$ cat src/ccod_pkg.sv
/*
  ccod_pkg: constants shared by the configuration-channel attach and
  orientation block: register offsets, field positions, reset values,
  termination codes and debounce cycle counts.
  assumes a 20 MHz system clock and a 32-bit AHB-Lite register bus.
*/
package ccod_pkg;
  // system clock
  localparam int CLK_PERIOD_NS = 50; // 20 MHz
  // debounce and toggle times, in their own unit
  localparam int PD_DEB_NS = 10000; // masks bmc toggling on cc
  localparam int CC_DEB_NS = 100000; // connection debounce
  localparam int DRP_HALF_NS = 50000; // time spent in each dual-role presentation
  // least times round up to whole cycles
  localparam logic [15:0] PD_DEB_CYC = 16'((PD_DEB_NS + CLK_PERIOD_NS - 1) / CLK_PERIOD_NS);
  localparam logic [15:0] CC_DEB_CYC = 16'((CC_DEB_NS + CLK_PERIOD_NS - 1) / CLK_PERIOD_NS);
  localparam logic [15:0] DRP_HALF_CYC = 16'((DRP_HALF_NS + CLK_PERIOD_NS - 1) / CLK_PERIOD_NS);
  // register byte offsets
  localparam logic [7:0] REG_CTRL = 8'h00;
  localparam logic [7:0] REG_STATUS = 8'h04;
  localparam logic [7:0] REG_STAGE = 8'h08;
  // control field positions
  localparam int CTRL_EN_BIT = 0;
  localparam int CTRL_ROLE_LSB = 1;
  localparam int CTRL_VCONN_QUAL_BIT = 3;
  localparam logic [3:0] CTRL_RESET = 4'h1; // enabled, fixed source role
  // status field positions
  localparam int STAT_STATE_LSB = 0;
  localparam int STAT_CC1_LSB = 3;
  localparam int STAT_CC2_LSB = 5;
  localparam int STAT_SS_SEL_BIT = 7;
  localparam int STAT_CABLE_BIT = 8;
  localparam int STAT_CABLE_POS_BIT = 9;
  localparam int STAT_VBUS_BIT = 10;
  localparam int STAT_VCONN_LSB = 11;
  // port role selection
  localparam logic [1:0] ROLE_SRC = 2'h0;
  localparam logic [1:0] ROLE_SNK = 2'h1;
  localparam logic [1:0] ROLE_DUAL = 2'h2;
  // per-pin termination code seen as source
  typedef enum logic [1:0] {CC_OPEN, CC_SINK, CC_CABLE} ccod_term_t;
  // connection setup stages, strictly in order
  localparam logic [1:0] STAGE_DETECT = 2'h0;
  localparam logic [1:0] STAGE_ENUM = 2'h3;
  // attach state machine
  typedef enum logic [2:0] {
    ST_SRC_WAIT, ST_SRC_ATT, ST_SRC_DEBUG, ST_SRC_AUDIO, ST_SNK_WAIT, ST_SNK_ATT
  } ccod_state_t;
  // width of the debounced comparator vector
  localparam int FILT_W = 7;
endpackage

$ cat src/ccod_top.sv
/*
  ccod_top: configuration-channel attach, orientation and role logic for one
  type-c port, with an AHB-Lite register slave.
  assumes the analogue front end gives per-pin comparator levels that are
  synchronous to hclk, and that the lane switch and power switches follow
  the enables it is given.
*/
// Implementation choices: the register offsets and register access over AHB-Lite.
`timescale 1ns/100ps

module ccod_top #(
  parameter int CNT_W = 16 // width of the debounce and toggle counters
) (
  input wire logic hclk, // system clock
  input wire logic hresetn, // async reset, active low
  input wire logic hsel, // slave select
  input wire logic [31:0] haddr, // byte address
  input wire logic [1:0] htrans, // transfer type
  input wire logic hwrite, // write when high
  input wire logic [2:0] hsize, // only word transfers are expected
  input wire logic [31:0] hwdata, // write data
  input wire logic hready, // bus ready
  output logic hreadyout, // slave ready
  output logic [31:0] hrdata, // read data
  output logic hresp, // always okay
  input wire logic cc1_term, // cc1 below unterminated level
  input wire logic cc1_ra, // cc1 below cable-load level
  input wire logic cc2_term, // cc2 below unterminated level
  input wire logic cc2_ra, // cc2 below cable-load level
  input wire logic cc1_hi, // cc1 above local ground (sink role)
  input wire logic cc2_hi, // cc2 above local ground (sink role)
  input wire logic vbus_present, // vbus detected (sink role)
  output logic cc_pullup_en, // pull-ups on both cc pins
  output logic cc_pulldown_en, // pull-downs on both cc pins
  output logic vbus_en, // source vbus switch
  output logic vconn_cc1_en, // vconn onto cc1
  output logic vconn_cc2_en, // vconn onto cc2
  output logic ss_sel, // lane switch: 0 position 1, 1 position 2
  output logic debug_mode, // debug accessory configuration
  output logic audio_mode, // analog audio configuration
  output logic attached // valid source-to-sink connection
);
  import ccod_pkg::*;

  // bus and register state
  logic [3:0] ctrl_r; // enable, role, vconn qualifier
  logic [1:0] stage_r; // setup stage
  logic pend_r; // data phase pending
  logic pend_wr_r; // pending transfer is a write
  logic [7:0] pend_addr_r; // pending byte offset
  logic hreadyout_r; // wait-state generator
  logic [31:0] hrdata_r; // read data
  // attach state
  ccod_state_t st_r; // attach state
  ccod_state_t st_nxt; // its next value
  logic orient_r; // latched orientation, 1 for position 2
  logic present_src_r; // currently presenting pull-ups
  logic [CNT_W-1:0] tog_cnt_r; // dual-role toggle timer
  // filter chain: stage 0 pd debounce, stage 1 connection debounce
  logic [FILT_W-1:0] filt_in [2]; // input of each stage
  logic [FILT_W-1:0] filt_last_r [2]; // last sample
  logic [FILT_W-1:0] filt_out_r [2]; // accepted value
  logic [CNT_W-1:0] filt_cnt_r [2]; // stable count
  // output flops
  logic cc_pullup_en_r, cc_pulldown_en_r, vbus_en_r, vconn_cc1_en_r, vconn_cc2_en_r;
  logic ss_sel_r, debug_mode_r, audio_mode_r, attached_r;
  // classification of the debounced vector
  ccod_term_t cls1, cls2; // per-pin codes
  logic f_src, f_hi1, f_hi2; // debounced role and sink-side levels
  logic valid_src; // debounced data belongs to the current source presentation
  logic role_dual, en; // control fields

  // termination code per pin from the two comparator levels
  function automatic ccod_term_t term_code(input logic t, input logic ra);
    term_code = CC_OPEN;
    if (t) begin
      term_code = ra ? CC_CABLE : CC_SINK;
    end
  endfunction

  assign en = ctrl_r[CTRL_EN_BIT];
  assign role_dual = (ctrl_r[CTRL_ROLE_LSB +: 2] == ROLE_DUAL);
  // role bit rides in the vector so a role switch restarts debounce
  assign filt_in[0] = {present_src_r, cc1_term, cc1_ra, cc2_term, cc2_ra, cc1_hi, cc2_hi};
  assign filt_in[1] = filt_out_r[0];
  assign f_src = filt_out_r[1][6];
  assign cls1 = term_code(filt_out_r[1][5], filt_out_r[1][4]);
  assign cls2 = term_code(filt_out_r[1][3], filt_out_r[1][2]);
  assign f_hi1 = filt_out_r[1][1];
  assign f_hi2 = filt_out_r[1][0];
  assign valid_src = f_src && present_src_r;

  // two debounce stages; a short one hides pd signalling, a long one the contact
  for (genvar s = 0; s < 2; s++) begin : g_filt
    localparam logic [CNT_W-1:0] LIM = CNT_W'((s == 0) ? PD_DEB_CYC : CC_DEB_CYC);
    always_ff @(posedge hclk or negedge hresetn) begin
      if (!hresetn) begin
        filt_last_r[s] <= '0;
        filt_cnt_r[s] <= '0;
        filt_out_r[s] <= '0;
      // any raw change restarts both stages, not only the stage that sees it
      end else if (filt_in[s] != filt_last_r[s] || filt_in[0] != filt_last_r[0]) begin
        filt_last_r[s] <= filt_in[s];
        filt_cnt_r[s] <= '0;
      end else if (filt_cnt_r[s] < LIM) begin
        filt_cnt_r[s] <= filt_cnt_r[s] + 1'b1;
      end else begin
        filt_out_r[s] <= filt_last_r[s];
      end
    end

  end

  // attach decisions from the debounced codes
  always_comb begin
    st_nxt = st_r;
    case (st_r)
      ST_SRC_WAIT: begin // powered cable alone stays here
        if (!valid_src) begin
          st_nxt = st_r;
        end else if (cls1 == CC_SINK && cls2 == CC_SINK) begin
          st_nxt = ST_SRC_DEBUG;
        end else if (cls1 == CC_CABLE && cls2 == CC_CABLE) begin
          st_nxt = ST_SRC_AUDIO;
        end else if (cls1 == CC_SINK || cls2 == CC_SINK) begin
          st_nxt = ST_SRC_ATT;
        end
      end
      ST_SRC_ATT: begin // only the sink pin counts for detach
        if ((orient_r ? cls2 : cls1) != CC_SINK) begin
          st_nxt = ST_SRC_WAIT;
        end
      end
      ST_SRC_DEBUG: begin
        if (!(cls1 == CC_SINK && cls2 == CC_SINK)) begin
          st_nxt = ST_SRC_WAIT;
        end
      end
      ST_SRC_AUDIO: begin
        if (!(cls1 == CC_CABLE && cls2 == CC_CABLE)) begin
          st_nxt = ST_SRC_WAIT;
        end
      end
      ST_SNK_WAIT: begin // orientation waits for vbus
        if (vbus_present && !f_src && !present_src_r) begin
          st_nxt = ST_SNK_ATT;
        end
      end
      ST_SNK_ATT: begin
        if (!vbus_present) begin
          st_nxt = ST_SNK_WAIT;
        end
      end
      default: st_nxt = ST_SRC_WAIT;
    endcase
    if (!en) begin
      st_nxt = (ctrl_r[CTRL_ROLE_LSB +: 2] == ROLE_SNK) ? ST_SNK_WAIT : ST_SRC_WAIT;
    end else if (ctrl_r[CTRL_ROLE_LSB +: 2] == ROLE_SNK && present_src_r) begin
      st_nxt = ST_SNK_WAIT; // fixed sink role never presents pull-ups
    end else if (ctrl_r[CTRL_ROLE_LSB +: 2] == ROLE_SRC && !present_src_r) begin
      st_nxt = ST_SRC_WAIT; // fixed source role never presents pull-downs
    end
  end

  // state, orientation latch and presentation
  always_ff @(posedge hclk or negedge hresetn) begin
    if (!hresetn) begin
      st_r <= ST_SRC_WAIT;
      orient_r <= 1'b0;
      present_src_r <= 1'b1;
      tog_cnt_r <= '0;
    end else begin
      st_r <= st_nxt;
      present_src_r <= (st_nxt == ST_SRC_WAIT || st_nxt == ST_SRC_ATT ||
                        st_nxt == ST_SRC_DEBUG || st_nxt == ST_SRC_AUDIO);
      if (st_r == ST_SRC_WAIT && st_nxt == ST_SRC_ATT) begin
        orient_r <= (cls1 != CC_SINK);
      end else if (st_r == ST_SNK_WAIT && st_nxt == ST_SNK_ATT) begin
        orient_r <= f_hi2 && !f_hi1;
      end else if (st_nxt == ST_SRC_WAIT || st_nxt == ST_SNK_WAIT) begin
        orient_r <= 1'b0;
      end
      // dual role: swap presentation while nothing is found
      // hold still while a far termination is seen, else debounce never ends
      if (role_dual && en && st_r == st_nxt &&
          (st_r == ST_SRC_WAIT || st_r == ST_SNK_WAIT) &&
          !(present_src_r ? (cc1_term || cc2_term) : (cc1_hi || cc2_hi))) begin
        if (tog_cnt_r >= DRP_HALF_CYC[CNT_W-1:0]) begin
          tog_cnt_r <= '0;
          st_r <= (st_r == ST_SRC_WAIT) ? ST_SNK_WAIT : ST_SRC_WAIT;
          present_src_r <= (st_r != ST_SRC_WAIT);
        end else begin
          tog_cnt_r <= tog_cnt_r + 1'b1;
        end
      end else begin
        tog_cnt_r <= '0;
      end
    end
  end

  // pin and power outputs, one cycle behind the state
  always_ff @(posedge hclk or negedge hresetn) begin
    if (!hresetn) begin
      cc_pullup_en_r <= 1'b0;
      cc_pulldown_en_r <= 1'b0;
      vbus_en_r <= 1'b0;
      vconn_cc1_en_r <= 1'b0;
      vconn_cc2_en_r <= 1'b0;
      ss_sel_r <= 1'b0;
      debug_mode_r <= 1'b0;
      audio_mode_r <= 1'b0;
      attached_r <= 1'b0;
    end else begin
      cc_pullup_en_r <= present_src_r;
      cc_pulldown_en_r <= !present_src_r;
      // power only with a sink on the far end
      vbus_en_r <= (st_r == ST_SRC_ATT);
      // vconn on the pin away from the sink, optionally only if a load is there
      vconn_cc1_en_r <= (st_r == ST_SRC_ATT) && orient_r &&
                        (!ctrl_r[CTRL_VCONN_QUAL_BIT] || cls1 == CC_CABLE);
      vconn_cc2_en_r <= (st_r == ST_SRC_ATT) && !orient_r &&
                        (!ctrl_r[CTRL_VCONN_QUAL_BIT] || cls2 == CC_CABLE);
      ss_sel_r <= orient_r;
      debug_mode_r <= (st_r == ST_SRC_DEBUG);
      audio_mode_r <= (st_r == ST_SRC_AUDIO);
      attached_r <= (st_r == ST_SRC_ATT || st_r == ST_SNK_ATT);
    end
  end

  // ahb-lite slave: one wait state so a read always sees an earlier write
  always_ff @(posedge hclk or negedge hresetn) begin
    if (!hresetn) begin
      pend_r <= 1'b0;
      pend_wr_r <= 1'b0;
      pend_addr_r <= '0;
      hreadyout_r <= 1'b1;
    end else if (hsel && hready && htrans[1]) begin // address phase taken
      pend_r <= 1'b1;
      pend_wr_r <= hwrite;
      pend_addr_r <= haddr[7:0];
      hreadyout_r <= 1'b0;
    end else begin
      pend_r <= 1'b0;
      hreadyout_r <= 1'b1;
    end
  end

  // control register, and read data for the pending access
  always_ff @(posedge hclk or negedge hresetn) begin
    if (!hresetn) begin
      ctrl_r <= CTRL_RESET;
      hrdata_r <= '0;
    end else if (pend_r && pend_wr_r) begin
      if (pend_addr_r == REG_CTRL) begin
        ctrl_r <= hwdata[3:0];
      end
    end else if (pend_r) begin
      hrdata_r <= '0; // unmapped offsets read zero
      case (pend_addr_r)
        REG_CTRL: hrdata_r <= {28'h0000000, ctrl_r};
        REG_STATUS: begin
          hrdata_r[STAT_STATE_LSB +: 3] <= st_r;
          hrdata_r[STAT_CC1_LSB +: 2] <= cls1;
          hrdata_r[STAT_CC2_LSB +: 2] <= cls2;
          hrdata_r[STAT_SS_SEL_BIT] <= ss_sel_r;
          // lone cable load and where it sits
          hrdata_r[STAT_CABLE_BIT] <= (cls1 == CC_CABLE && cls2 == CC_OPEN) ||
                                      (cls2 == CC_CABLE && cls1 == CC_OPEN);
          hrdata_r[STAT_CABLE_POS_BIT] <= (cls1 == CC_CABLE);
          hrdata_r[STAT_VBUS_BIT] <= vbus_en_r;
          hrdata_r[STAT_VCONN_LSB +: 2] <= {vconn_cc2_en_r, vconn_cc1_en_r};
        end
        REG_STAGE: hrdata_r <= {30'h00000000, stage_r};
        default: hrdata_r <= '0;
      endcase
    end
  end

  // setup stage: only the next stage is accepted, detach goes back to detect
  always_ff @(posedge hclk or negedge hresetn) begin
    if (!hresetn) begin
      stage_r <= STAGE_DETECT;
    end else if (!attached_r) begin
      stage_r <= STAGE_DETECT;
    end else if (pend_r && pend_wr_r && pend_addr_r == REG_STAGE &&
                 stage_r != STAGE_ENUM && hwdata[1:0] == stage_r + 2'h1) begin
      stage_r <= hwdata[1:0];
    end
  end

  assign hreadyout = hreadyout_r;
  assign hrdata = hrdata_r;
  assign hresp = 1'b0;
  assign cc_pullup_en = cc_pullup_en_r;
  assign cc_pulldown_en = cc_pulldown_en_r;
  assign vbus_en = vbus_en_r;
  assign vconn_cc1_en = vconn_cc1_en_r;
  assign vconn_cc2_en = vconn_cc2_en_r;
  assign ss_sel = ss_sel_r;
  assign debug_mode = debug_mode_r;
  assign audio_mode = audio_mode_r;
  assign attached = attached_r;
endmodule // ccod_top

$ cat config.mk
export PLATFORM = sky130hd
export DESIGN_NAME = ccod_top
export DESIGN_NICKNAME = d
export VERILOG_FILES = /design/src/ccod_pkg.sv /design/src/ccod_top.sv
export SDC_FILE = /design/constraint.sdc
export NUM_CORES = 1
export LEC_CHECK = 0
export ABC_AREA = 1
export ABC_CLOCK_PERIOD_IN_PS = 1950
export BUFFER_PORTS_ARGS = -buffer_cell sky130_fd_sc_hd__buf_2
export CAP_MARGIN = 20
export CORE_UTILIZATION = 25
export DETAILED_ROUTE_END_ITERATION = 16
export GPL_TIMING_DRIVEN = 0
export PLACE_DENSITY_LB_ADDON = 0.3
export SLEW_MARGIN = 10
export SYNTH_ARGS = -nofsm -noshare
export SYNTH_HDL_FRONTEND = slang
export SYNTH_SLANG_ARGS = --single-unit
$ cat constraint.sdc
create_clock -name hclk -period 1.95 [get_ports hclk]
set_input_delay 0.195 -clock hclk [delete_from_list [all_inputs] [get_ports hclk]]
set_output_delay 0.195 -clock hclk [all_outputs]
set_load 0.005 [all_outputs]
## Yosys cells after proc, flatten, opt, wreduce, memory -nomap -nowiden

Cells that the tools add are included.
Widths: inputs -> output; s select.

- Register bits: 120
- Latch bits: 0
- RAM bits: 0
- Memory bits (read-only): 0
- Input port bits: 81
- Word-level logic and storage cells: 162
- Memories kept: 0

- Add/subtract/negate cells: 4
- $mul: 0
- Divide/modulo/power cells: 0
- $lt $le $gt $ge: 3
- Equal/unequal tests: 26
- Shifts and indexed selects: 0
- Multiplexer cells: 39
- Bitwise operators: 5
- Reductions and logical operators: 59

Operators with widths:

| kind | number |
|---|---|
| $mux 16 | 6 |
| $add 16x1->16 const B | 3 |
| $mux 3 | 16 |
| $pmux 13 s3 | 1 |
| $logic_and 1x1->1 | 26 |
| $pmux 3 s6 | 1 |
| $ge 16x10->1 const B | 1 |
| $lt 16x11->1 const B | 1 |
| $lt 16x8->1 const B | 1 |
| $mux 2 | 7 |
| $ne 7x7->1 | 2 |
| $logic_or 1x1->1 | 13 |
| $eq 3x2->1 const B | 4 |
| $eq 3x3->1 const B | 4 |
| $eq 8x3->1 const B | 1 |
| $eq 8x4->1 const B | 1 |
| $logic_not 8->1 | 1 |
| $mux 1 | 8 |
| $reduce_and 2->1 | 4 |
| $eq 2x1->1 const B | 3 |
| $eq 2x2->1 const B | 3 |
| $eq 3x1->1 const B | 2 |
| $logic_not 1->1 | 6 |
| $logic_not 2->1 | 3 |
| 9 further kinds | 18 |

## Depth between registers and ports, before layout

Gate-level depths: netlist of run 1.

- Depth in word-level cells: 18
- Depth in mapped cells: 15
- Depth with buffers taken out: 15

## Least setup slack after synthesis of run 1

Ideal clock, no wire load.

- Kind: register to register
- Start point: reg present_src_r
- End point: reg filt_out_r, in the netlist filt_in[1]
- Setup time: 118 ps
- Arrival time: 1497 ps
- Slack: 335 ps
- Cell stages (with the launch flop): 10
- Path buffers: 0
- Period minus slack after synthesis: 1615 ps
- Path through: dfstp_2 -> xor2_1 -> nor2_1 -> nand4_2 -> nor2_4 -> inv_2 -> nor2_4 -> inv_2 -> nand2_1 -> o21ai_2

- Word-level cells in the longest chain between the ends: 3

Ends and longest elaborated chain:

| item | line | RTL |
|---|---|---|
| start, declared | ccod_top.sv:57 | `logic present_src_r;` |
| start signal, assigned | ccod_top.sv:174 | `present_src_r <= (st_nxt == ST_SRC_WAIT \|\| st_nxt == ST_SRC_ATT \|\|` |
| start signal, assigned | ccod_top.sv:191 | `present_src_r <= (st_r != ST_SRC_WAIT);` |
| $ne 7x7->1 | ccod_top.sv:102 | `end else if (filt_in[s] != filt_last_r[s] \|\| filt_in[0] != filt_last_r[0]) begin` |
| $not 1->1 (no source line) | n/a |  |
| $reduce_and 2->1 (no source line) | n/a |  |
| end signal, assigned by index | ccod_top.sv:108 | `filt_out_r[s] <= filt_last_r[s];` |
| end, declared | ccod_top.sv:62 | `logic [FILT_W-1:0] filt_out_r [2];` |

No other way between the ends.
A chain may end at the register's enable or synchronous reset.

## Final worst setup path of run 1

- Start point: reg present_src_r
- End point: reg filt_out_r, in the netlist filt_in[4]

The elaborated chain is that of the path after synthesis.

==> results.py, run 1 <==
metrics = {
    "yosys": {
        "syn-cell-area_sq_um": 5370,
        "synthTopCellsByCount": "nand2_1, dfrtp_1, inv_1, nor2_1, nand3_1",
        "netlist_top_cells_area": "dfrtp_1, nand2_1, inv_1",
        "syn_inst": 604,
        "synth.most_common_cell": "nand2_1",
        "ys_seq_area_share_pct": 55.5,
        "synth_edf_count": 0,
        "ys.flop_type": "dfrtp_1",
        "synth-seq-cells": 119,
        "synth_top_area_share_pct": 54.0,
        "yosysTopAreaCell": "dfrtp_1",
        "postSynth.asyncResetShare_pct": 100,
        "yosysUniqueCellTypes": 42,
        "yosysWarnings": 0,
        "syn_area_per_cell_sq_um": 8.90,
    },
    "final_layout": {
        "drive_above_1_share_pct": 20.3,
        "syn_to_final_growth_pct": 28.1,
        "antenna_cells": 0,
        "finalInstanceArea_sq_um": 6880,
        "final.fill_count": 2192,
        "fin_nets": 802,
    },
    "timing": {
        "fin_skew_ps": 9.48,
        "slew_headroom_pct": 63.9,
        "slew_viol_final": 0,
        "max_freq_mhz": 538,
        "hold_violations": 0,
        "setup_viol": 0,
        "timing.final.ws_setup_ps": 89.6,
        "tightestPinTransition_ps": 541,
        "fin_crit_sh_pct": 95.4,
        "holdWs_ps": 13.6,
        "period_needed_ps": 1860,
        "rsz0062_at_grt": "true",
    },
    "critical_path": {
        "critical_path.slowest_cell": "dfstp_2",
        "end_kind": "register",
        "cp.required_ps": 2290,
        "path_cells": "buf_6 > xor2_1 > nor2_1 > nand4_2 > nor2_4 > inv_4 > nor2_4 > buf_4 > nand2_1 > nand2_1",
        "start_kind": "register",
        "path_class": "register to register",
        "path_buf_inv": 3,
        "critical-path-top-delay-family": "simple AND/OR/NAND/NOR gates",
        "cp_max_fo": 10,
        "critPathArrivalTime_ps": 2200,
        "max_stage_delay_ps": 590,
    },
    "die": {
        "die_area_sq_um": 22100,
        "row_count": 53,
        "dieHeight_microns": 149,
        "io_pins": 124,
        "core_sq_um": 21000,
        "die_w_microns": 149,
        "start_util_pct": 25.6,
    },
    "grt": {
        "grt_overflow_total": 0,
        "grt_pass1_wl_mm": 18.1,
        "grt_usage_pct": 10.5,
        "grt_max_degree": 64,
        "grt_pass1_vias": 3837,
        "antenna_found_initial": 0,
    },
    "place": {
        "preCtsSetupSlack_ps": -20.4,
        "port_buffers": 47,
        "dpl.hpwl_mm": 7.56,
        "placedInstanceArea_sq_um": 6080,
        "gp_congestion": 0.844,
    },
    "drt": {
        "drt_pass1_iterations": 4,
        "avgRoutedWirePerCell_microns": 10.8,
        "drc_errors": 0,
        "via_count": 4012,
        "drt_iter0_markers": 183,
        "via_per_inst": 4.00,
        "ant_nets": 0,
        "wirelength_mm": 10.9,
    },
    "clocking": {
        "clk_pin_slew_ps": 50,
        "cts.sinks": 119,
        "clk_latency_ps": 410,
        "root_buffer": "clkbuf_16",
        "tritoncts": "done",
        "numCtsBuffers": 17,
        "cts_max_level": 4,
        "cts_buffer_depth": 2,
    },
    "run": {
        "maxCapViolCount": 0,
    },
    "power_and_ir_drop": {
        "leakage_uw": 0.00340,
        "power.density_nw_per_um2": 916,
        "ir_worst_vdd_mv": 0.649,
    },
    "worst_hold_path": {
        "hp-class": "input pin to register",
    },
    "status": {
        "outcome": "finished, final reports clean",
    },
}
-- cells in the final DEF, fill, tap and decap left out, drive strengths merged, types with 9 or more instances in the layout --
cell,instances
o21ai,30
clkbuf,35
dfrtp,116
buf,80
nand3,36
dlygate4sd3,11
xnor2,13
inv,81
nand4,9
nor2,67
a21oi,28
nor3,13
conb,26
nand2,132
-- kinds of logic after synthesis --
| family | after synthesis | share of synthesized area (%) |
|---|---|---|
| other | 1 | 0.0698 |
| muxes | 1 | 0.210 |
| and+or+nand+nor | 266 | 22.4 |
| xor gates and xnor gates | 21 | 3.42 |
| adders and majority gates | 5 | 1.16 |
| buffers and inverters | 120 | 10.0 |
| DFF | 119 | 55.5 |
| AOI/OAI and AO/OA | 71 | 7.22 |
-- flip-flops by register name, indices dropped and copies added, names as in the netlist, 2 cells and up --
name / cells
filt_in: 7
filt_out_r: 4
ctrl_r: 4
filt_cnt_r: 32
pend_addr_r: 8
tog_cnt_r: 16
filt_last_r: 14
st_r: 3
hrdata: 12
stage_r: 2
-- final timing paths --
check                               from  slack, ps  cells after the start         endpoint
setup / recovery           present_src_r         90                     10       filt_in[4]
hold / removal                  cc2_term         10                      2  filt_last_r[10]
setup reg to reg           present_src_r         90                     10       filt_in[4]
hold reg to reg                 orient_r        470                      0           ss_sel
max in group asynchronous        hresetn        910                      3    present_src_r
min in group asynchronous        hresetn        300                      2        hrdata[7]
-- through the flow --
step           power [uW]  utilization (%)  TNS (ps)  instances
2_1_floorplan        3070                -         0        629
3_3_place_gp         3290             28.8   -103660        951
3_5_place_dp         3300             28.9     -34.9        952
4_1_cts              6350             32.4         0       1000
5_1_grt              6580             32.7     -88.1       1004
6_report             6300             32.7         0       1004
-- per-layer routing --
layer,vias up,share of wire (%),track usage [%]
li1,2090,-,-
met1,1820,49,13.8
met2,86,44,16.3
met3,16,5.0,2.39
met4,0,1.7,4.95
met5,-,0,0
-- final cells by class --
cell class                      count  area [sq um]  area share [%]
Sequential cell                   119          2980            43.3
Multi-Input combinational cell    390          1990            28.8
Timing Repair Buffer               68           450            6.54
Clock buffer                       19           443            6.44
Tap cell                          275           344            5.00
Inverter                           81           318            4.62
Buffer                             39           234            3.40
Clock inverter                     13           126            1.84
-- report_power, final --
group | internal [uW] | switching (uW)
clock | 1790 | 1160
sequential | 2600 | 96.1
combinational | 266 | 385
-- repair_timing --
item,CTS,global route
gates resized for setup,1,15
pin swaps,1,2
setup endpoints to repair,13,21
hold buffers,11,0
buffers inserted,5,4
endpoints found under the hold margin,64,0
(Power assumes the default switching activity.)
==> run 2: changes to the inputs <==
- CORE_MARGIN: default -> 5
==> run 2 against run 1 <==
Net effect: critical path depth unchanged; first-iteration DRC count up 29%; clock skew about the same; die area up 11%; combinational power up 6.3%; count of clock-buffer cells in the layout down 2; final cell count about the same; fmax up 0.16%; register-to-register slack about the same; power down 1.9%; non-clock buffer count unchanged; routed wire length up 1.0%; largest cell class unchanged; largest power group unchanged.
==> results.py, run 2 (synthesis results as in run 1) <==
metrics = {
    "die": {
        "core_sq_um": 21100,
        "io_pins": 124,
        "die_area_sq_um": 24500,
        "dieHeight_microns": 157,
        "start_util_pct": 25.5,
        "row_count": 53,
        "die_w_microns": 157,
    },
    "timing": {
        "setup_viol": 0,
        "timing.final.ws_setup_ps": 92.7,
        "slew_viol_final": 0,
        "max_freq_mhz": 538,
        "rsz0062_at_grt": "true",
        "hold_violations": 0,
        "period_needed_ps": 1860,
        "holdWs_ps": 7.27,
        "fin_crit_sh_pct": 95.2,
        "fin_skew_ps": 9.34,
    },
    "final_layout": {
        "drive_above_1_share_pct": 20.5,
        "final_cell_mix": "nand2_1, dfrtp_1, inv_1",
        "top_register": "filt_cnt_r",
        "antenna_cells": 0,
        "final_common_cell": "nand2_1",
        "largest_reg_flops": 32,
        "finalInstanceArea_sq_um": 6900,
        "fin_nets": 803,
        "syn_to_final_growth_pct": 28.3,
        "reg_top3": "filt_cnt_r x32, tog_cnt_r x16, filt_last_r x14",
    },
    "critical_path": {
        "cp.required_ps": 2300,
        "path_class": "register to register",
        "r2r-end": "filt_in[4]",
        "rr_startpoint": "present_src_r",
        "path_buf_inv": 3,
        "r2r_setup_slack_ps": 90,
        "cp-startpoint": "present_src_r",
        "cp_max_fo": 10,
        "critPathArrivalTime_ps": 2210,
        "start_kind": "register",
        "end_kind": "register",
        "critical_path.slowest_cell": "dfstp_2",
        "max_stage_delay_ps": 600,
        "path_cells": "buf_12 > xor2_1 > nor2_1 > nand4_2 > nor2_4 > inv_4 > nor2_4 > buf_4 > nand2_1 > nand2_1",
        "r2r.worst_path.cells": 10,
        "critical-path-top-delay-family": "simple AND/OR/NAND/NOR gates",
    },
    "run": {
        "maxCapViolCount": 0,
    },
    "clocking": {
        "numCtsBuffers": 17,
        "clk_latency_ps": 410,
        "tritoncts": "done",
        "root_buffer": "clkbuf_16",
        "cts_max_level": 4,
        "clk_pin_slew_ps": 60,
        "cts_buffer_depth": 2,
        "cts.sinks": 119,
    },
    "place": {
        "dpl.hpwl_mm": 7.76,
        "preCtsSetupSlack_ps": -29.0,
        "placedInstanceArea_sq_um": 6080,
        "gp_congestion": 0.812,
        "port_buffers": 47,
    },
    "worst_hold_path": {
        "hold_end": "pend_addr_r[0]",
        "hp-class": "input pin to register",
        "hold_start": "haddr[0]",
        "min_path_cells": 3,
    },
    "power_and_ir_drop": {
        "seq_power_share_pct": 43.6,
        "combPwrFrac_pct": 11.2,
        "switching_share_pct": 27.0,
        "pwr-share-clk_pct": 45.2,
        "ir_worst_vdd_mv": 0.642,
        "power.density_nw_per_um2": 896,
        "leakage_uw": 0.00341,
        "p_sw_uw": 1670,
        "intPower_uw": 4510,
    },
    "grt": {
        "grt_pass1_vias": 3880,
        "grt_max_degree": 74,
        "grt_overflow_total": 0,
        "antenna_found_initial": 0,
        "grt_usage_pct": 9.44,
        "grt_pass1_wl_mm": 18.8,
    },
    "drt": {
        "wirelength_mm": 11.0,
        "avgRoutedWirePerCell_microns": 10.9,
        "via_per_inst": 4.02,
        "ant_nets": 0,
        "drc_errors": 0,
        "drt_iter0_markers": 236,
        "drt_pass1_iterations": 4,
        "via_count": 4040,
    },
    "status": {
        "outcome": "finished, final reports clean",
    },
}
run 2: changes by cell type in the layout (fill, tap and decap cells not counted), moves of 2 or more:
cell and delta:
clkinv_2 +4, clkinv_4 -2, buf_12 +2, nand2_4 +2
run 2: per-stage QoR:
| step | total power, uW | util [%] | setup TNS, ps | instances |
|---|---|---|---|---|
| 2_1_floorplan | 3070 | - | 0 | 629 |
| 3_3_place_gp | 3300 | 28.7 | -104230 | 951 |
| 3_5_place_dp | 3300 | 28.8 | -90.8 | 952 |
| 4_1_cts | 6140 | 31.9 | 0 | 996 |
| 5_1_grt | 6490 | 32.7 | -206 | 1005 |
| 6_report | 6180 | 32.7 | 0 | 1005 |
run 2: routing by layer:
metal / wire, microns / global-route usage (%)
met1: 5520 / 13.0
met2: 4810 / 14.3
met3: 573 / 2.79
met4: 81 / 3.22
met5: 0 / 0
run 2: area by class of cell:
cell class	instances	area, sq um
Fill cell	2192	14200
Sequential cell	119	2980
Multi-Input combinational cell	391	2010
Timing Repair Buffer	68	472
Clock buffer	17	425
Tap cell	275	344
Inverter	81	318
Buffer	39	234
Clock inverter	15	108
run 2: power groups by stage:
stage / Clock [uW] / Combinational, uW / Sequential, uW
floorplan: 0 / 346 / 2720
global placement: 0 / 546 / 2750
detailed placement: 0 / 553 / 2750
CTS: 2860 / 576 / 2710
global route: 2980 / 792 / 2710
finish: 2790 / 692 / 2700
run 2: worst max path at each step:
| stage | to | cells after the start |
|---|---|---|
| floorplan | filt_in[1] | 9 |
| global placement | filt_cnt_r[26] | 1 |
| detailed placement | filt_in[1] | 9 |
| CTS | st_r[2] | 11 |
| global route | st_r[2] | 13 |
| finish | filt_in[4] | 10 |
run 2: what timing repair did:
action                                  in CTS  in global routing
resized for setup                            0                 19
hold buffers                                11                  0
endpoints found under the setup margin       7                 30
endpoints found under the hold margin       56                  0
gates cloned                                 0                  1
buffers inserted                             1                  8
pin swaps                                    1                  9
run 2: tightest hold or removal path, delay by kind of cell:
| kind | cells | cell delay (ps) |
|---|---|---|
| buf+inv | 1 | 90 |
| simple gates | 2 | 90 |
==> run 3: changes to the inputs <==
- ABC_AREA: 1 -> default
==> run 3 against run 2 <==
Net effect: the run now ends with negative setup slack left; global-route usage grew 0.37 points; register-to-register slack lost 170 ps; flip-flop and latch count is the same; first-iteration DRC count shrank 39%; critical path depth shrank 2; design area shrank 0.67%; synthesized cell count shrank 25%; core utilization grew 0.19 points; fmax shrank 8.6%; clock skew shrank 5.3 ps; largest cell class unchanged; largest power group unchanged.
==> results.py, run 3 <==
metrics = {
    "drt": {
        "avgRoutedWirePerCell_microns": 12.9,
        "via_per_inst": 4.11,
        "via_count": 3495,
        "drc_errors": 0,
        "drt_iter0_markers": 145,
        "drt_pass1_iterations": 4,
        "ant_nets": 0,
        "wirelength_mm": 11.0,
    },
    "yosys": {
        "syn-cell-area_sq_um": 5240,
        "synth_top_area_share_pct": 55.4,
        "synthTopCellsByCount": "dfrtp_1, nor2_1, xor2_1, nand2_1",
        "synth_edf_count": 0,
        "syn_inst": 455,
        "yosysTopAreaCell": "dfrtp_1",
        "yosysUniqueCellTypes": 53,
        "synth-seq-cells": 119,
        "ys_seq_area_share_pct": 56.9,
        "netlist_top_cells_area": "dfrtp_1, xor2_1, buf_4",
        "ys.flop_type": "dfrtp_1",
        "yosysWarnings": 0,
        "syn_area_per_cell_sq_um": 11.5,
        "postSynth.asyncResetShare_pct": 100,
        "synth.most_common_cell": "dfrtp_1",
    },
    "timing": {
        "setup_viol": 18,
        "fin_crit_sh_pct": 104,
        "timing.final.ws_setup_ps": -82.2,
        "max_freq_mhz": 492,
        "period_needed_ps": 2030,
        "slew_headroom_pct": 62.3,
        "fin_skew_ps": 4.05,
        "slew_viol_final": 0,
        "rsz0062_at_grt": "true",
        "hold_violations": 0,
        "tightestPinTransition_ps": 561,
        "holdWs_ps": 21.7,
    },
    "power_and_ir_drop": {
        "ir_worst_vdd_mv": 0.626,
        "power.density_nw_per_um2": 958,
        "p_sw_uw": 1550,
        "seq_power_share_pct": 40.8,
        "p_total_uw": 6560,
        "intPower_uw": 5010,
        "switching_share_pct": 23.6,
        "leakage_uw": 0.00327,
        "pwr-share-clk_pct": 47.2,
        "combPwrFrac_pct": 12.1,
    },
    "critical_path": {
        "critical-path-top-delay-family": "simple AND/OR/NAND/NOR gates",
        "critPathArrivalTime_ps": 2370,
        "critical_path.slowest_cell": "dfstp_2",
        "path_buf_inv": 3,
        "path_class": "register to register",
        "r2r-end": "tog_cnt_r[2]",
        "path_cells": "buf_8 > xor2_1 > o211ai_1 > buf_4 > nor3_4 > or4_4 > buf_6 > nor2_2",
        "max_stage_delay_ps": 560,
        "cp_max_fo": 5,
        "r2r.worst_path.cells": 8,
        "start_kind": "register",
        "cp-startpoint": "present_src_r",
        "rr_startpoint": "present_src_r",
        "cp.required_ps": 2290,
        "crit_cells": 8,
        "cp-endpoint": "tog_cnt_r[2]",
        "end_kind": "register",
        "r2r_setup_slack_ps": -80,
    },
    "final_layout": {
        "final_common_cell": "dfrtp_1",
        "largest_reg_flops": 32,
        "fin_nets": 649,
        "top_register": "filt_cnt_r",
        "reg_top3": "filt_cnt_r x32, tog_cnt_r x16, filt_last_r x14",
        "final_cell_mix": "dfrtp_1, buf_2, nor2_1, buf_4, xor2_1",
        "syn_to_final_growth_pct": 30.7,
        "final.fill_count": 2118,
        "antenna_cells": 0,
        "drive_above_1_share_pct": 29.7,
        "fin_util_pct": 32.9,
    },
    "grt": {
        "grt_usage_pct": 9.82,
        "grt_pass1_vias": 3752,
        "grt_overflow_total": 0,
        "grt_pass1_wl_mm": 18.9,
        "antenna_found_initial": 0,
        "grt_max_degree": 69,
    },
    "die": {
        "io_pins": 124,
        "dieHeight_microns": 155,
        "die_area_sq_um": 24000,
        "start_util_pct": 25.2,
        "core_sq_um": 20800,
        "row_count": 53,
        "die_w_microns": 155,
    },
    "place": {
        "gp_congestion": 0.735,
        "port_buffers": 47,
        "dpl.hpwl_mm": 7.63,
        "preCtsSetupSlack_ps": -277,
    },
    "worst_hold_path": {
        "hp-class": "input pin to register",
    },
    "clocking": {
        "cts.sinks": 119,
        "clk_pin_slew_ps": 50,
        "clk_latency_ps": 410,
        "numCtsBuffers": 17,
        "cts_max_level": 4,
        "root_buffer": "clkbuf_16",
        "tritoncts": "done",
        "cts_buffer_depth": 2,
    },
    "status": {
        "violations": "negative setup slack",
        "outcome": "complete, but fails checks",
    },
    "run": {
        "maxCapViolCount": 0,
    },
}
-- run 3: per-stage QoR --
step	TNS [ps]	instance area, sq um	cells
floorplan	-272	5340	480
global placement	-87230	5920	802
detailed placement	-6170	5950	803
CTS	-1820	6820	852
global route	-3430	6850	851
finish	-1300	6850	851
-- run 3: cell families after synthesis --
group | Yosys count | share of synthesized area [%]
adders and majority gates | 5 | 1.19
muxes | 37 | 8.21
and+or+nand+nor | 152 | 15.7
DFF | 119 | 56.9
AOI/OAI and AO/OA | 36 | 4.68
xor gates and xnor gates | 41 | 6.85
buffers and inverters | 64 | 6.45
other | 1 | 0.0715
-- run 3: power groups by stage --
stage	Clock, uW	Sequential [uW]	Combinational, uW
global route	3320	2690	878
floorplan	0	2680	330
CTS	3170	2670	805
detailed placement	0	2710	539
global placement	0	2700	520
finish	3100	2670	793
-- run 3: timing repair --
item / in CTS / in global routing
hold endpoints to repair: 52 / 0
buffers inserted: 14 / 2
hold buffers: 3 / 0
endpoints found under the setup margin: 30 / 40
cloned: 2 / 0
gates resized for setup: 26 / 8
pin swaps: 12 / 9
-- run 3: cell type report --
cell class	instances	area (sq um)	area share, %
Tap cell	275	344	5.02
Clock inverter	10	128	1.86
Sequential cell	119	2980	43.5
Buffer	45	283	4.13
Clock buffer	22	454	6.63
Inverter	14	52.6	0.767
Multi-Input combinational cell	297	2140	31.3
Timing Repair Buffer	69	465	6.79
-- run 3: worst min path at each step --
stage	startpoint	end	slack, ps	cells past startpoint
floorplan	hresetn	attached	-100	0
global placement	cc2_ra	filt_last_r[9]	410	2
detailed placement	hresetn	filt_cnt_r[18]	190	1
CTS	hwdata[3]	ctrl_r[3]	9	2
global route	haddr[3]	pend_addr_r[3]	10	2
finish	cc1_term	filt_last_r[12]	20	2
-- run 3: per-layer routing --
layer / global-route usage [%] / part of all wire (%) / vias to the layer above
met4: 3.36 / 1.2 / 0
li1: - / - / 1713
met1: 13.0 / 46 / 1696
met2: 15.3 / 47 / 76
met5: 0 / 0 / -
met3: 3.08 / 5.3 / 10
